`src/irdp_map.svh`:
```
// Purpose: register offsets, field positions and reset values of the ram port
// Assumes: byte addressing on the register bus, one aligned 32-bit word each
// Notes:   definitions only
`ifndef IRDP_MAP_SVH
`define IRDP_MAP_SVH

// register offsets (byte addresses)
`define IRDP_SEL_OFS     8'h24
`define IRDP_CMD_OFS     8'h28
`define IRDP_ADDR_OFS    8'h2c
`define IRDP_WORD_OFS    8'h30

// field positions
`define IRDP_READY_BIT   31
`define IRDP_SEL_MSB     3
`define IRDP_DIR_BIT     0
`define IRDP_ADDR_MSB    13

// reset values
`define IRDP_READY_RST   1'b1
`define IRDP_SEL_RST     4'h0
`define IRDP_DIR_RST     1'b0
`define IRDP_ADDR_RST    14'h0000
`define IRDP_WORD_RST    32'h0000_0000

// direction values of the command bit
`define IRDP_DIR_WRITE   1'b1
`define IRDP_DIR_READ    1'b0

`endif

```
`src/irdp_pkg.sv`:
```
// Purpose: types shared by the indirect ram port
// Assumes: field widths as given in irdp_map.svh
// Notes:   select codes name the internal rams
package irdp_pkg;

    // target ram codes of the select field
    typedef enum logic [3:0] {
        IRDP_RAM_HOST_RX   = 4'h0,
        IRDP_RAM_VLAN_HASH = 4'h1,
        IRDP_RAM_SEG_HDR   = 4'h2,
        IRDP_RAM_FIFO_RX   = 4'h3,
        IRDP_RAM_FIFO_TX   = 4'h4,
        IRDP_RAM_DESC      = 4'h5,
        IRDP_RAM_HOST_TX   = 4'h7
    } irdp_ram_sel_t;

    // one access request towards the internal rams
    typedef struct packed {
        logic        req;
        logic        we;
        logic [3:0]  sel;
        logic [13:0] addr;
        logic [31:0] wdata;
    } irdp_ram_req_t;

    // port sequencer states
    typedef enum logic {
        IRDP_IDLE,
        IRDP_ACCESS
    } irdp_state_t;

endpackage

```
`src/irdp_top.sv`:
```
// Purpose: indirect ram port, register bank on an Avalon-MM slave
// Assumes: ram side holds ram_rdata_i valid in the cycle of ram_ack_i
// Notes:   a command written while busy is stored but starts no access
`include "irdp_map.svh"
`timescale 1ns/100ps
`default_nettype none

module irdp_top (
    // clock and reset
    input  wire logic                  clk_i,
    input  wire logic                  rst_i,
    // avalon-mm register slave
    input  wire logic [7:0]            avs_address_i,
    input  wire logic                  avs_read_i,
    input  wire logic                  avs_write_i,
    input  wire logic [31:0]           avs_writedata_i,
    input  wire logic [3:0]            avs_byteenable_i,
    output logic      [31:0]           avs_readdata_o,
    output logic                       avs_waitrequest_o,
    // internal ram access
    output irdp_pkg::irdp_ram_req_t    ram_o,
    input  wire logic                  ram_ack_i,
    input  wire logic [31:0]           ram_rdata_i
);

    // register state
    logic                     ready_q;
    logic [3:0]               sel_q;
    logic                     dir_q;
    logic [13:0]              addr_q;
    logic [31:0]              word_q;
    irdp_pkg::irdp_state_t    state_q;
    irdp_pkg::irdp_ram_req_t  ram_q;
    logic                     wait_q;
    logic [31:0]              rdata_q;

    // bus decode
    logic                     wr_commit;
    logic                     cmd_commit;
    logic                     rd_done;
    logic [31:0]              wr_val;

    // readback of the addressed register, zero for unmapped offsets
    function automatic logic [31:0] read_mux(
        input logic [7:0]  ofs,
        input logic        rdy,
        input logic [3:0]  sel,
        input logic        dir,
        input logic [13:0] adr,
        input logic [31:0] wrd
    );
        logic [31:0] v;
        v = 32'h0000_0000;
        case (ofs)
            `IRDP_SEL_OFS: begin
                v[`IRDP_READY_BIT] = rdy;
                v[`IRDP_SEL_MSB:0] = sel;
            end
            `IRDP_CMD_OFS: begin
                v[`IRDP_DIR_BIT] = dir;
            end
            `IRDP_ADDR_OFS: begin
                v[`IRDP_ADDR_MSB:0] = adr;
            end
            `IRDP_WORD_OFS: begin
                v = wrd;
            end
            default: begin
                v = 32'h0000_0000;
            end
        endcase
        return v;
    endfunction

    // merge enabled byte lanes of new data over the old word
    function automatic logic [31:0] be_merge(
        input logic [31:0] old_v,
        input logic [31:0] new_v,
        input logic [3:0]  be
    );
        logic [31:0] v;
        v = old_v;
        for (int i = 0; i < 4; i++) begin
            if (be[i]) begin
                v[i*8 +: 8] = new_v[i*8 +: 8];
            end
        end
        return v;
    endfunction

    // a request completes at the edge where waitrequest is seen low
    assign wr_commit  = avs_write_i && !wait_q;
    assign cmd_commit = wr_commit && (avs_address_i == `IRDP_CMD_OFS)
                        && avs_byteenable_i[0];
    assign rd_done    = (state_q == irdp_pkg::IRDP_ACCESS) && ram_ack_i
                        && (ram_q.we == `IRDP_DIR_READ);
    assign wr_val     = be_merge(read_mux(avs_address_i, ready_q, sel_q, dir_q,
                                          addr_q, word_q),
                                 avs_writedata_i, avs_byteenable_i);

    // waitrequest: one wait cycle, then a single cycle low to complete
    always_ff @(posedge clk_i or posedge rst_i) begin
        if (rst_i) begin
            wait_q <= 1'b1;
        end else if ((avs_read_i || avs_write_i) && wait_q) begin
            wait_q <= 1'b0;
        end else begin
            wait_q <= 1'b1;
        end
    end

    // read data is captured in the wait cycle and stands at completion
    always_ff @(posedge clk_i or posedge rst_i) begin
        if (rst_i) begin
            rdata_q <= 32'h0000_0000;
        end else if (avs_read_i && wait_q) begin
            rdata_q <= read_mux(avs_address_i, ready_q, sel_q, dir_q,
                                addr_q, word_q);
        end
    end

    // select field, stored as written
    always_ff @(posedge clk_i or posedge rst_i) begin
        if (rst_i) begin
            sel_q <= `IRDP_SEL_RST;
        end else if (wr_commit && (avs_address_i == `IRDP_SEL_OFS)) begin
            sel_q <= wr_val[`IRDP_SEL_MSB:0];
        end
    end

    // command direction bit
    always_ff @(posedge clk_i or posedge rst_i) begin
        if (rst_i) begin
            dir_q <= `IRDP_DIR_RST;
        end else if (cmd_commit) begin
            dir_q <= wr_val[`IRDP_DIR_BIT];
        end
    end

    // word address, upper bits not stored
    always_ff @(posedge clk_i or posedge rst_i) begin
        if (rst_i) begin
            addr_q <= `IRDP_ADDR_RST;
        end else if (wr_commit && (avs_address_i == `IRDP_ADDR_OFS)) begin
            addr_q <= wr_val[`IRDP_ADDR_MSB:0];
        end
    end

    // data word: read result wins over a software write in the same cycle
    always_ff @(posedge clk_i or posedge rst_i) begin
        if (rst_i) begin
            word_q <= `IRDP_WORD_RST;
        end else if (rd_done) begin
            word_q <= ram_rdata_i;
        end else if (wr_commit && (avs_address_i == `IRDP_WORD_OFS)) begin
            word_q <= wr_val;
        end
    end

    // sequencer: launches the ram access and drives the ready flag
    always_ff @(posedge clk_i or posedge rst_i) begin
        if (rst_i) begin
            state_q <= irdp_pkg::IRDP_IDLE;
            ready_q <= `IRDP_READY_RST;
            ram_q   <= '0;
        end else begin
            case (state_q)
                irdp_pkg::IRDP_IDLE: begin
                    if (cmd_commit) begin
                        state_q     <= irdp_pkg::IRDP_ACCESS;
                        ready_q     <= 1'b0;
                        ram_q.req   <= 1'b1;
                        ram_q.we    <= wr_val[`IRDP_DIR_BIT];
                        ram_q.sel   <= sel_q;
                        ram_q.addr  <= addr_q;
                        ram_q.wdata <= word_q;
                    end
                end
                irdp_pkg::IRDP_ACCESS: begin
                    if (ram_ack_i) begin
                        state_q   <= irdp_pkg::IRDP_IDLE;
                        ready_q   <= 1'b1;
                        ram_q.req <= 1'b0;
                    end
                end
                default: begin
                    state_q <= irdp_pkg::IRDP_IDLE;
                    ready_q <= 1'b1;
                    ram_q   <= '0;
                end
            endcase
        end
    end

    // outputs straight from flops
    assign avs_readdata_o    = rdata_q;
    assign avs_waitrequest_o = wait_q;
    assign ram_o             = ram_q;
endmodule

`default_nettype wire

```
`config.mk`:
```
export PLATFORM = sky130hd
export DESIGN_NAME = irdp_top
export DESIGN_NICKNAME = d
export VERILOG_FILES = /design/src/irdp_pkg.sv /design/src/irdp_top.sv
export VERILOG_INCLUDE_DIRS = /design/src /design/src/src
export SDC_FILE = /design/constraint.sdc
export NUM_CORES = 1
export LEC_CHECK = 0
export ABC_AREA = 1
export BUFFER_PORTS_ARGS = -buffer_cell sky130_fd_sc_hd__buf_2
export CORE_AREA = 2 2 150 116
export CTS_CLUSTER_DIAMETER = 150
export DETAILED_ROUTE_END_ITERATION = 10
export DIE_AREA = 0 0 152 118
export GPL_ROUTABILITY_DRIVEN = 0
export PLACE_DENSITY = 0.73
export SYNTH_ARGS = -nofsm -noshare
export SYNTH_HDL_FRONTEND = slang
export SYNTH_SLANG_ARGS = --single-unit
```
`constraint.sdc`:
```
create_clock -name clk_i -period 6.2 [get_ports clk_i]
set_input_delay 0.93 -clock clk_i [delete_from_list [all_inputs] [get_ports clk_i]]
set_output_delay 0.93 -clock clk_i [all_outputs]
set_load 0.02 [all_outputs]
```
==> summary.md, run 1 <==
| Metric | Value |
|---|---|
| Setup TNS | 0 ns |
| Endpoints failing setup | 0 |
| Sw frac | 22.3% |
| Final ANT Viol Nets | 0 |
| Largest net degree at the start of global routing | 89 |
| Finished Core Util | 48.8% |
| Initial antenna violation count | 0 |
| R2R Path End | ram_o[18] |
| Flop-to-flop setup slack | 3.57 ns |
| Bufs and invs on worst path | 4 |
| CTS resizes | 0 |
| Vias per cell | 4.91 |
| WL final | 17.9 mm |
| Pwr dens | 279 nW/um^2 |
| Drt first pass iters | 4 |
| Hold Crit Class | register to register |
| Syn_area_per_cell | 8.00 um^2 |
| Tcrit/Tclk final | 50.2% |
| Max-Cap Viols | 0 |
| Clock transition at path regs | 0.06 ns |
| Commonest non-fill, non-tap cell in the layout | nand2_1 |
| Worst Path Arrival | 3.39 ns |
| GRT Residual Overflow | 0 |
| Int Pwr | 1740 uW |
| Critical Path, Cell by Cell | buf_2 -> inv_1 -> nand2_1 -> nor2_4 -> and2_2 -> nand2_2 -> nor2_4 -> inv_2 -> buf_4 -> nand2_1 -> o21ai_2 |
| Worst path slowest cell | nor2_4 |
| Share of layout cells above drive strength 1 | 26.2% |
| Final Max Tran Viols | 0 |
| Clock sinks | 138 |
| Element type at the critical path end | register |
| Crit Reg-Reg Startpoint | avs_waitrequest_o |
| Die Wd | 152 um |
| Lkg Pwr | 0.00453 uW |
| Post-synthesis cell type count | 28 |
| Combinational Power Share | 7.5% |
| HPWL Detailed | 12.7 mm |
| Core ar. | 16500 um^2 |
| Worst Hold End | ram_o[31] |
| Max-slew headroom | 45.2% |
| DR top layer | met4 |
| Hold_ws | 0.472 ns |
| Worst path depth | 11 |
| Worst Path Required | 6.48 ns |
| Sequential power share | 42.4% |
| Outcome | completed |
| Met3 WL post-DR | 1.05 mm |
| Root Driver | clkbuf_16 |
| Met2 routed WL | 7.88 mm |
| Final hold violation count | 0 |
| Global-route wire length before repair | 29.2 mm |
| Cell Rows | 41 |
| Filler cell count | 1599 |
| FF+latch count, synth | 138 |
| Final Cell Area | 8030 um^2 |
| Crit-path max cell delay | 0.54 ns |
| Unrepaired setup endpoints after global routing | false |
| GRT Overall Usage | 20.5% |
| Antenna Cells | 0 |
| Total CTS buffers | 17 |
| Die area | 17900 um^2 |
| H-tree depth | 4 |
| Worst VDD drop | 0.172 mV |
| Max clock buf depth | 2 |
| Fin crit period | 3.12 ns |
| Io pins | 166 |
| Routed wire per std cell | 15.0 um |
| Peak Freq | 0.321 GHz |
| Worst Max-Slew Pin Slew | 0.821 ns |
| Number of global-route vias before repair | 5712 |
| # nets final | 1042 |
| Post-Syn Instances | 808 |
| Final Skew | 0.00572 ns |
| Post-synthesis sequential area ratio | 53.5% |
| Crit path kind | primary input to register |
| Height of the chip | 118 um |
| Synthesized Nets | 889 |
| CTS tree | yes |
| Min-delay src | ram_o[31] |
| Net Switching | 500 uW |
| Buffers on Ports | 165 |
| Worst r2r path cells | 9 |
| Area growth, synth to finish | 24.3% |
| Hold buffer count at cts | 0 |
| DRT iter0 DRCs | 349 |
| CP top delay family | simple AND/OR/NAND/NOR gates |
| DRT met1 WL | 8.78 mm |
| Cell Area, Synth | 6460 um^2 |
| Worst Path Max Fanout | 51 |
| Starting Density | 39.3% |
| Hold Path Depth | 2 |
| Highest-count cells in the layout ignoring fill and taps | nand2_1 (354), buf_2 (165), dfrtp_1 (136) |
| Crit start category | primary input |
| Warnings, synthesis | 0 |
| Post-placement cell area | 7370 um^2 |
| Residual DRC | 0 |
| Portion of total power attributed to the clock network | 50.0% |
| Worst skew pair latency | 0.41 ns |
| Via count | 5833 |
| Post-CTS setup buffers | 0 |
through the flow:
stage	std cells	power, uW	worst slack (ns)
after floorplan	808	1060	1.58
after global placement	1157	1130	2.78
after detailed placement	1157	1140	2.67
after CTS	1189	2260	3.12
after global routing	1189	2320	2.80
final	1189	2240	3.08
tightest hold or removal path, delay by kind of cell (launching register included):
kind	cells	cell delay [ns]
flip-flops	1	0.34
AND/OR/NAND/NOR	2	0.10
power by group through the flow:
stage / Clock, uW / Combinational (uW) / Sequential (uW)
6_report: 1120 / 168 / 950
5_1_grt: 1180 / 188 / 953
4_1_cts: 1140 / 171 / 950
3_5_place_dp: 0 / 171 / 965
3_3_place_gp: 0 / 169 / 965
2_1_floorplan: 0 / 78.5 / 983
kinds of logic (layout without fill, tap and decap cells):
family | count (synthesis) | count (layout) | share of synthesized area (%)
simple gates | 545 | 545 | 35.3
mux | 1 | 1 | 0.155
flops | 138 | 138 | 53.5
compound gates | 43 | 43 | 4.98
buf+inv | 81 | 247 | 6.08
synth_stat cells (all sizes together):
master  number  area share [%]
nand4        4            0.39
nor2        80             5.5
inv         46             2.7
nand2      360              21
buf         24             2.7
or2         14             1.4
clkinv       1           0.058
clkbuf      10            0.58
dfrtp      136              53
nand3       86             6.7
a31oi       11             1.1
mux2i        1            0.15
o21a         1            0.12
and2         1            0.12
o21ai       28             3.4
a41oi        3            0.41
dfstp        2            0.81
sequential cells by signal, summed over array words and instances, names as in the netlist:
name	flops
ram_o	52
dir_q	1
addr_q	14
ready_q	1
avs_readdata_o	32
state_q	1
word_q	32
sel_q	4
avs_waitrequest_o	1
worst max path at each step:
stage | startpoint | to | slack, ns
floorplan | rst_i | addr_q[0] | 1.58
global placement | avs_address_i[6] | ram_o[21] | 2.78
detailed placement | avs_address_i[6] | ram_o[18] | 2.67
CTS | avs_address_i[6] | ram_o[18] | 3.12
global route | avs_address_i[6] | ram_o[23] | 2.80
finish | avs_address_i[6] | ram_o[18] | 3.08
layer usage:
metal | global-route usage [%] | up-vias
met1 | 29.6 | 2800
li1 | - | 2838
met3 | 5.23 | 15
met4 | 6.07 | 0
met5 | 0 | -
met2 | 30.3 | 180
area by class of cell:
| cell class | count | area [um^2] | share of cell area [%] |
|---|---|---|---|
| Clock buffer | 27 | 533 | 6.64 |
| Clock inverter | 5 | 128 | 1.59 |
| Inverter | 47 | 184 | 2.29 |
| Multi-Input combinational cell | 589 | 2620 | 32.6 |
| Sequential cell | 138 | 3460 | 43.0 |
| Tap cell | 215 | 269 | 3.35 |
| Timing Repair Buffer | 168 | 848 | 10.6 |
Power figures use the tool's default switching activity.
==> run 2: changes to the inputs <==
--- a/config.mk
+++ b/config.mk
@@ -6,12 +6,12 @@
 export SDC_FILE = /design/constraint.sdc
 export NUM_CORES = 1
 export LEC_CHECK = 0
-export ABC_AREA = 1
+export ABC_AREA = 0
 export BUFFER_PORTS_ARGS = -buffer_cell sky130_fd_sc_hd__buf_2
-export CORE_AREA = 2 2 150 116
+export CORE_AREA = 2 2 148 114
 export CTS_CLUSTER_DIAMETER = 150
 export DETAILED_ROUTE_END_ITERATION = 10
-export DIE_AREA = 0 0 152 118
+export DIE_AREA = 0 0 150 116
 export GPL_ROUTABILITY_DRIVEN = 0
 export PLACE_DENSITY = 0.73
 export SYNTH_ARGS = -nofsm -noshare
==> constraint.sdc (replaced) <==
create_clock -name clk_i -period 3 [get_ports clk_i]
set_input_delay 0.45 -clock clk_i [delete_from_list [all_inputs] [get_ports clk_i]]
set_output_delay 0.45 -clock clk_i [all_outputs]
set_load 0.02 [all_outputs]
==> run 2 against run 1 <==
  * Area after synthesis down 3.4%
  * Non-clock buffer count grew 15
  * Worst setup slack worse by 2.3 ns
  * Total power grew 94%
  * Largest cell class unchanged
  * Hold slack worse by 0.27 ns
==> summary.md, run 2 <==
| Metric | Value |
|---|---|
| Outcome | completed |
| Ys flop type | dfrtp_1 |
| Unrepaired setup endpoints after global routing | false |
| Max-Cap Viols | 0 |
| CTS tree | yes |
| Routed wire per std cell | 18.0 um |
| Final Max Tran Viols | 0 |
| Root Driver | clkbuf_16 |
| GRT Residual Overflow | 0 |
| Number of global-route vias before repair | 4754 |
| Crit start category | primary input |
| Fin cells | 917 |
| Worst VDD drop | 0.392 mV |
| Io pins | 166 |
| Placed cell count | 886 |
| Max-slew headroom | 48.8% |
| Die area | 17400 um^2 |
| Worst Path Max Fanout | 16 |
| Max clock buf depth | 2 |
| Total power | 4340 uW |
| HPWL Detailed | 11.2 mm |
| Ys async rst share | 100% |
| Post-synthesis cell type count | 40 |
| FF+latch count, synth | 138 |
| Share of layout cells above drive strength 1 | 38.8% |
| Core ar. | 15800 um^2 |
| Critical Path, Cell by Cell | buf_2 -> or4_4 -> or4_4 -> nor2_8 -> buf_4 -> mux2_2 |
| Area growth, synth to finish | 26.6% |
| EDFF count, synth | 0 |
| Synth area leader | dfrtp_1 |
| Buffers on Ports | 165 |
| Syn_area_per_cell | 11.8 um^2 |
| Peak Freq | 0.448 GHz |
| Hold buffer count at cts | 0 |
| Clock transition at path regs | 0.06 ns |
| Bufs and invs on worst path | 2 |
| Starting Density | 39.5% |
| Antenna Cells | 0 |
| Area share of the largest cell type after synthesis | 54.5% |
| Lkg Pwr | 0.00408 uW |
| Warnings, synthesis | 0 |
| Final Skew | 0.00869 ns |
| Worst Path Arrival | 2.54 ns |
| Pwr dens | 549 nW/um^2 |
| GRT Overall Usage | 19.9% |
| Vias per cell | 5.21 |
| Worst Path Required | 3.31 ns |
| Worst setup margin | 0.768 ns |
| H-tree depth | 4 |
| Post-CTS setup buffers | 0 |
| Crit-path max cell delay | 0.59 ns |
| Final ANT Viol Nets | 0 |
| Dpl ws | 0.337 ns |
| Most frequent CP cell | or4_4 |
| Final hold violation count | 0 |
| Commonest non-fill, non-tap cell in the layout | buf_2 |
| CTS resizes | 0 |
| WL final | 16.5 mm |
| Post-Syn Instances | 528 |
| Synth top area cells | dfrtp_1 (54%), mux2_4 (12%), nand2_1 (5.0%) |
| Crit path kind | primary input to register |
| Largest register FFs | 52 |
| Hold Crit Class | primary input to register |
| Synthesized Nets | 609 |
| DRT iter0 DRCs | 343 |
| Highest-count cells in the layout ignoring fill and taps | buf_2 (165), dfrtp_1 (136), nand2_1 (83) |
| Cell Rows | 40 |
| Tcrit/Tclk final | 74.4% |
| Cell Area, Synth | 6250 um^2 |
| Total CTS buffers | 17 |
| Height of the chip | 116 um |
| Most common cell in the netlist | dfrtp_1 |
| Largest net degree at the start of global routing | 139 |
| Die Wd | 150 um |
| Synth cell count leaders | dfrtp_1 (136), nand2_1 (84), mux2_4 (48) |
| Drt first pass iters | 4 |
| Global-route wire length before repair | 26.1 mm |
| Worst path slowest cell | or4_4 |
| Worst Max-Slew Pin Slew | 0.768 ns |
| Initial antenna violation count | 0 |
| Via count | 4781 |
| Clock sinks | 138 |
| Endpoints failing setup | 0 |
| CP top delay family | simple AND/OR/NAND/NOR gates |
| Worst skew pair latency | 0.42 ns |
| Element type at the critical path end | register |
| # nets final | 776 |
| Fin crit period | 2.23 ns |
| Setup TNS | 0 ns |
| Post-synthesis sequential area ratio | 55.3% |
| Residual DRC | 0 |
run 2: changes by cell type in the layout (fill, tap and decap cells not counted), moves of 14 or more:
cell / before / now
mux2i_1: 1 / 19
o21ai_0: 7 / 33
nor2_1: 73 / 22
or2_2: 14 / 0
o21ai_2: 21 / 0
nand3_1: 86 / 5
mux2_4: 0 / 48
a21oi_1: 0 / 21
o31ai_1: 0 / 26
nand2_1: 354 / 83
nor2b_1: 0 / 16
inv_1: 39 / 1
run 2: metal layers:
layer | routed length (um) | GRT usage, % | vias to the layer above | part of all wire (%)
met5 | 0 | 0 | - | 0
met4 | 240 | 6.79 | 0 | 1.5
met3 | 1030 | 4.76 | 17 | 6.3
met2 | 7350 | 29.6 | 170 | 45
met1 | 7860 | 28.6 | 2339 | 48
li1 | - | - | 2255 | -
run 2: worst paths after layout:
check	cells past startpoint	startpoint	slack [ns]	end
worst min-delay path	2	avs_write_i	0.20	avs_waitrequest_o
worst max register to register	5	avs_waitrequest_o	1.03	ram_o[16]
worst max-delay path	6	avs_address_i[7]	0.77	ram_o[16]
worst min register to register	2	avs_readdata_o[16]	0.47	avs_readdata_o[16]
max in group asynchronous	3	rst_i	2.19	word_q[23]
min in group asynchronous	3	rst_i	0.21	avs_readdata_o[8]
run 2: layout make-up:
type                            count  area [um^2]
Fill cell                        1451         7910
Sequential cell                   138         3460
Multi-Input combinational cell    353         2580
Timing Repair Buffer              183          986
Clock buffer                       24          472
Tap cell                          210          263
Clock inverter                      7          140
Inverter                            2         11.3
run 2: per-stage QoR:
stage / util [%] / hold WS, ns / cell area, um^2
3_5_place_dp: 46.1 / 0.466 / 7300
5_1_grt: 50.0 / 0.239 / 7910
2_1_floorplan: - / 0.463 / 6250
3_3_place_gp: 46.1 / 0.457 / 7300
4_1_cts: 50.0 / 0.191 / 7910
6_report: 50.0 / 0.202 / 7910
run 2: power by group:
group | internal [uW] | switching [uW]
Combinational | 86.2 | 140
Clock | 1430 | 767
Sequential | 1890 | 25.6
Total | 3410 | 933
run 2: cell families after synthesis:
kind of cell           Yosys count  share of synthesized area, %
buffers and inverters           37                          3.61
AOI/OAI and AO/OA              128                          13.9
and+or+nand+nor                151                          11.4
muxes                           74                          15.8
DFF                            138                          55.3
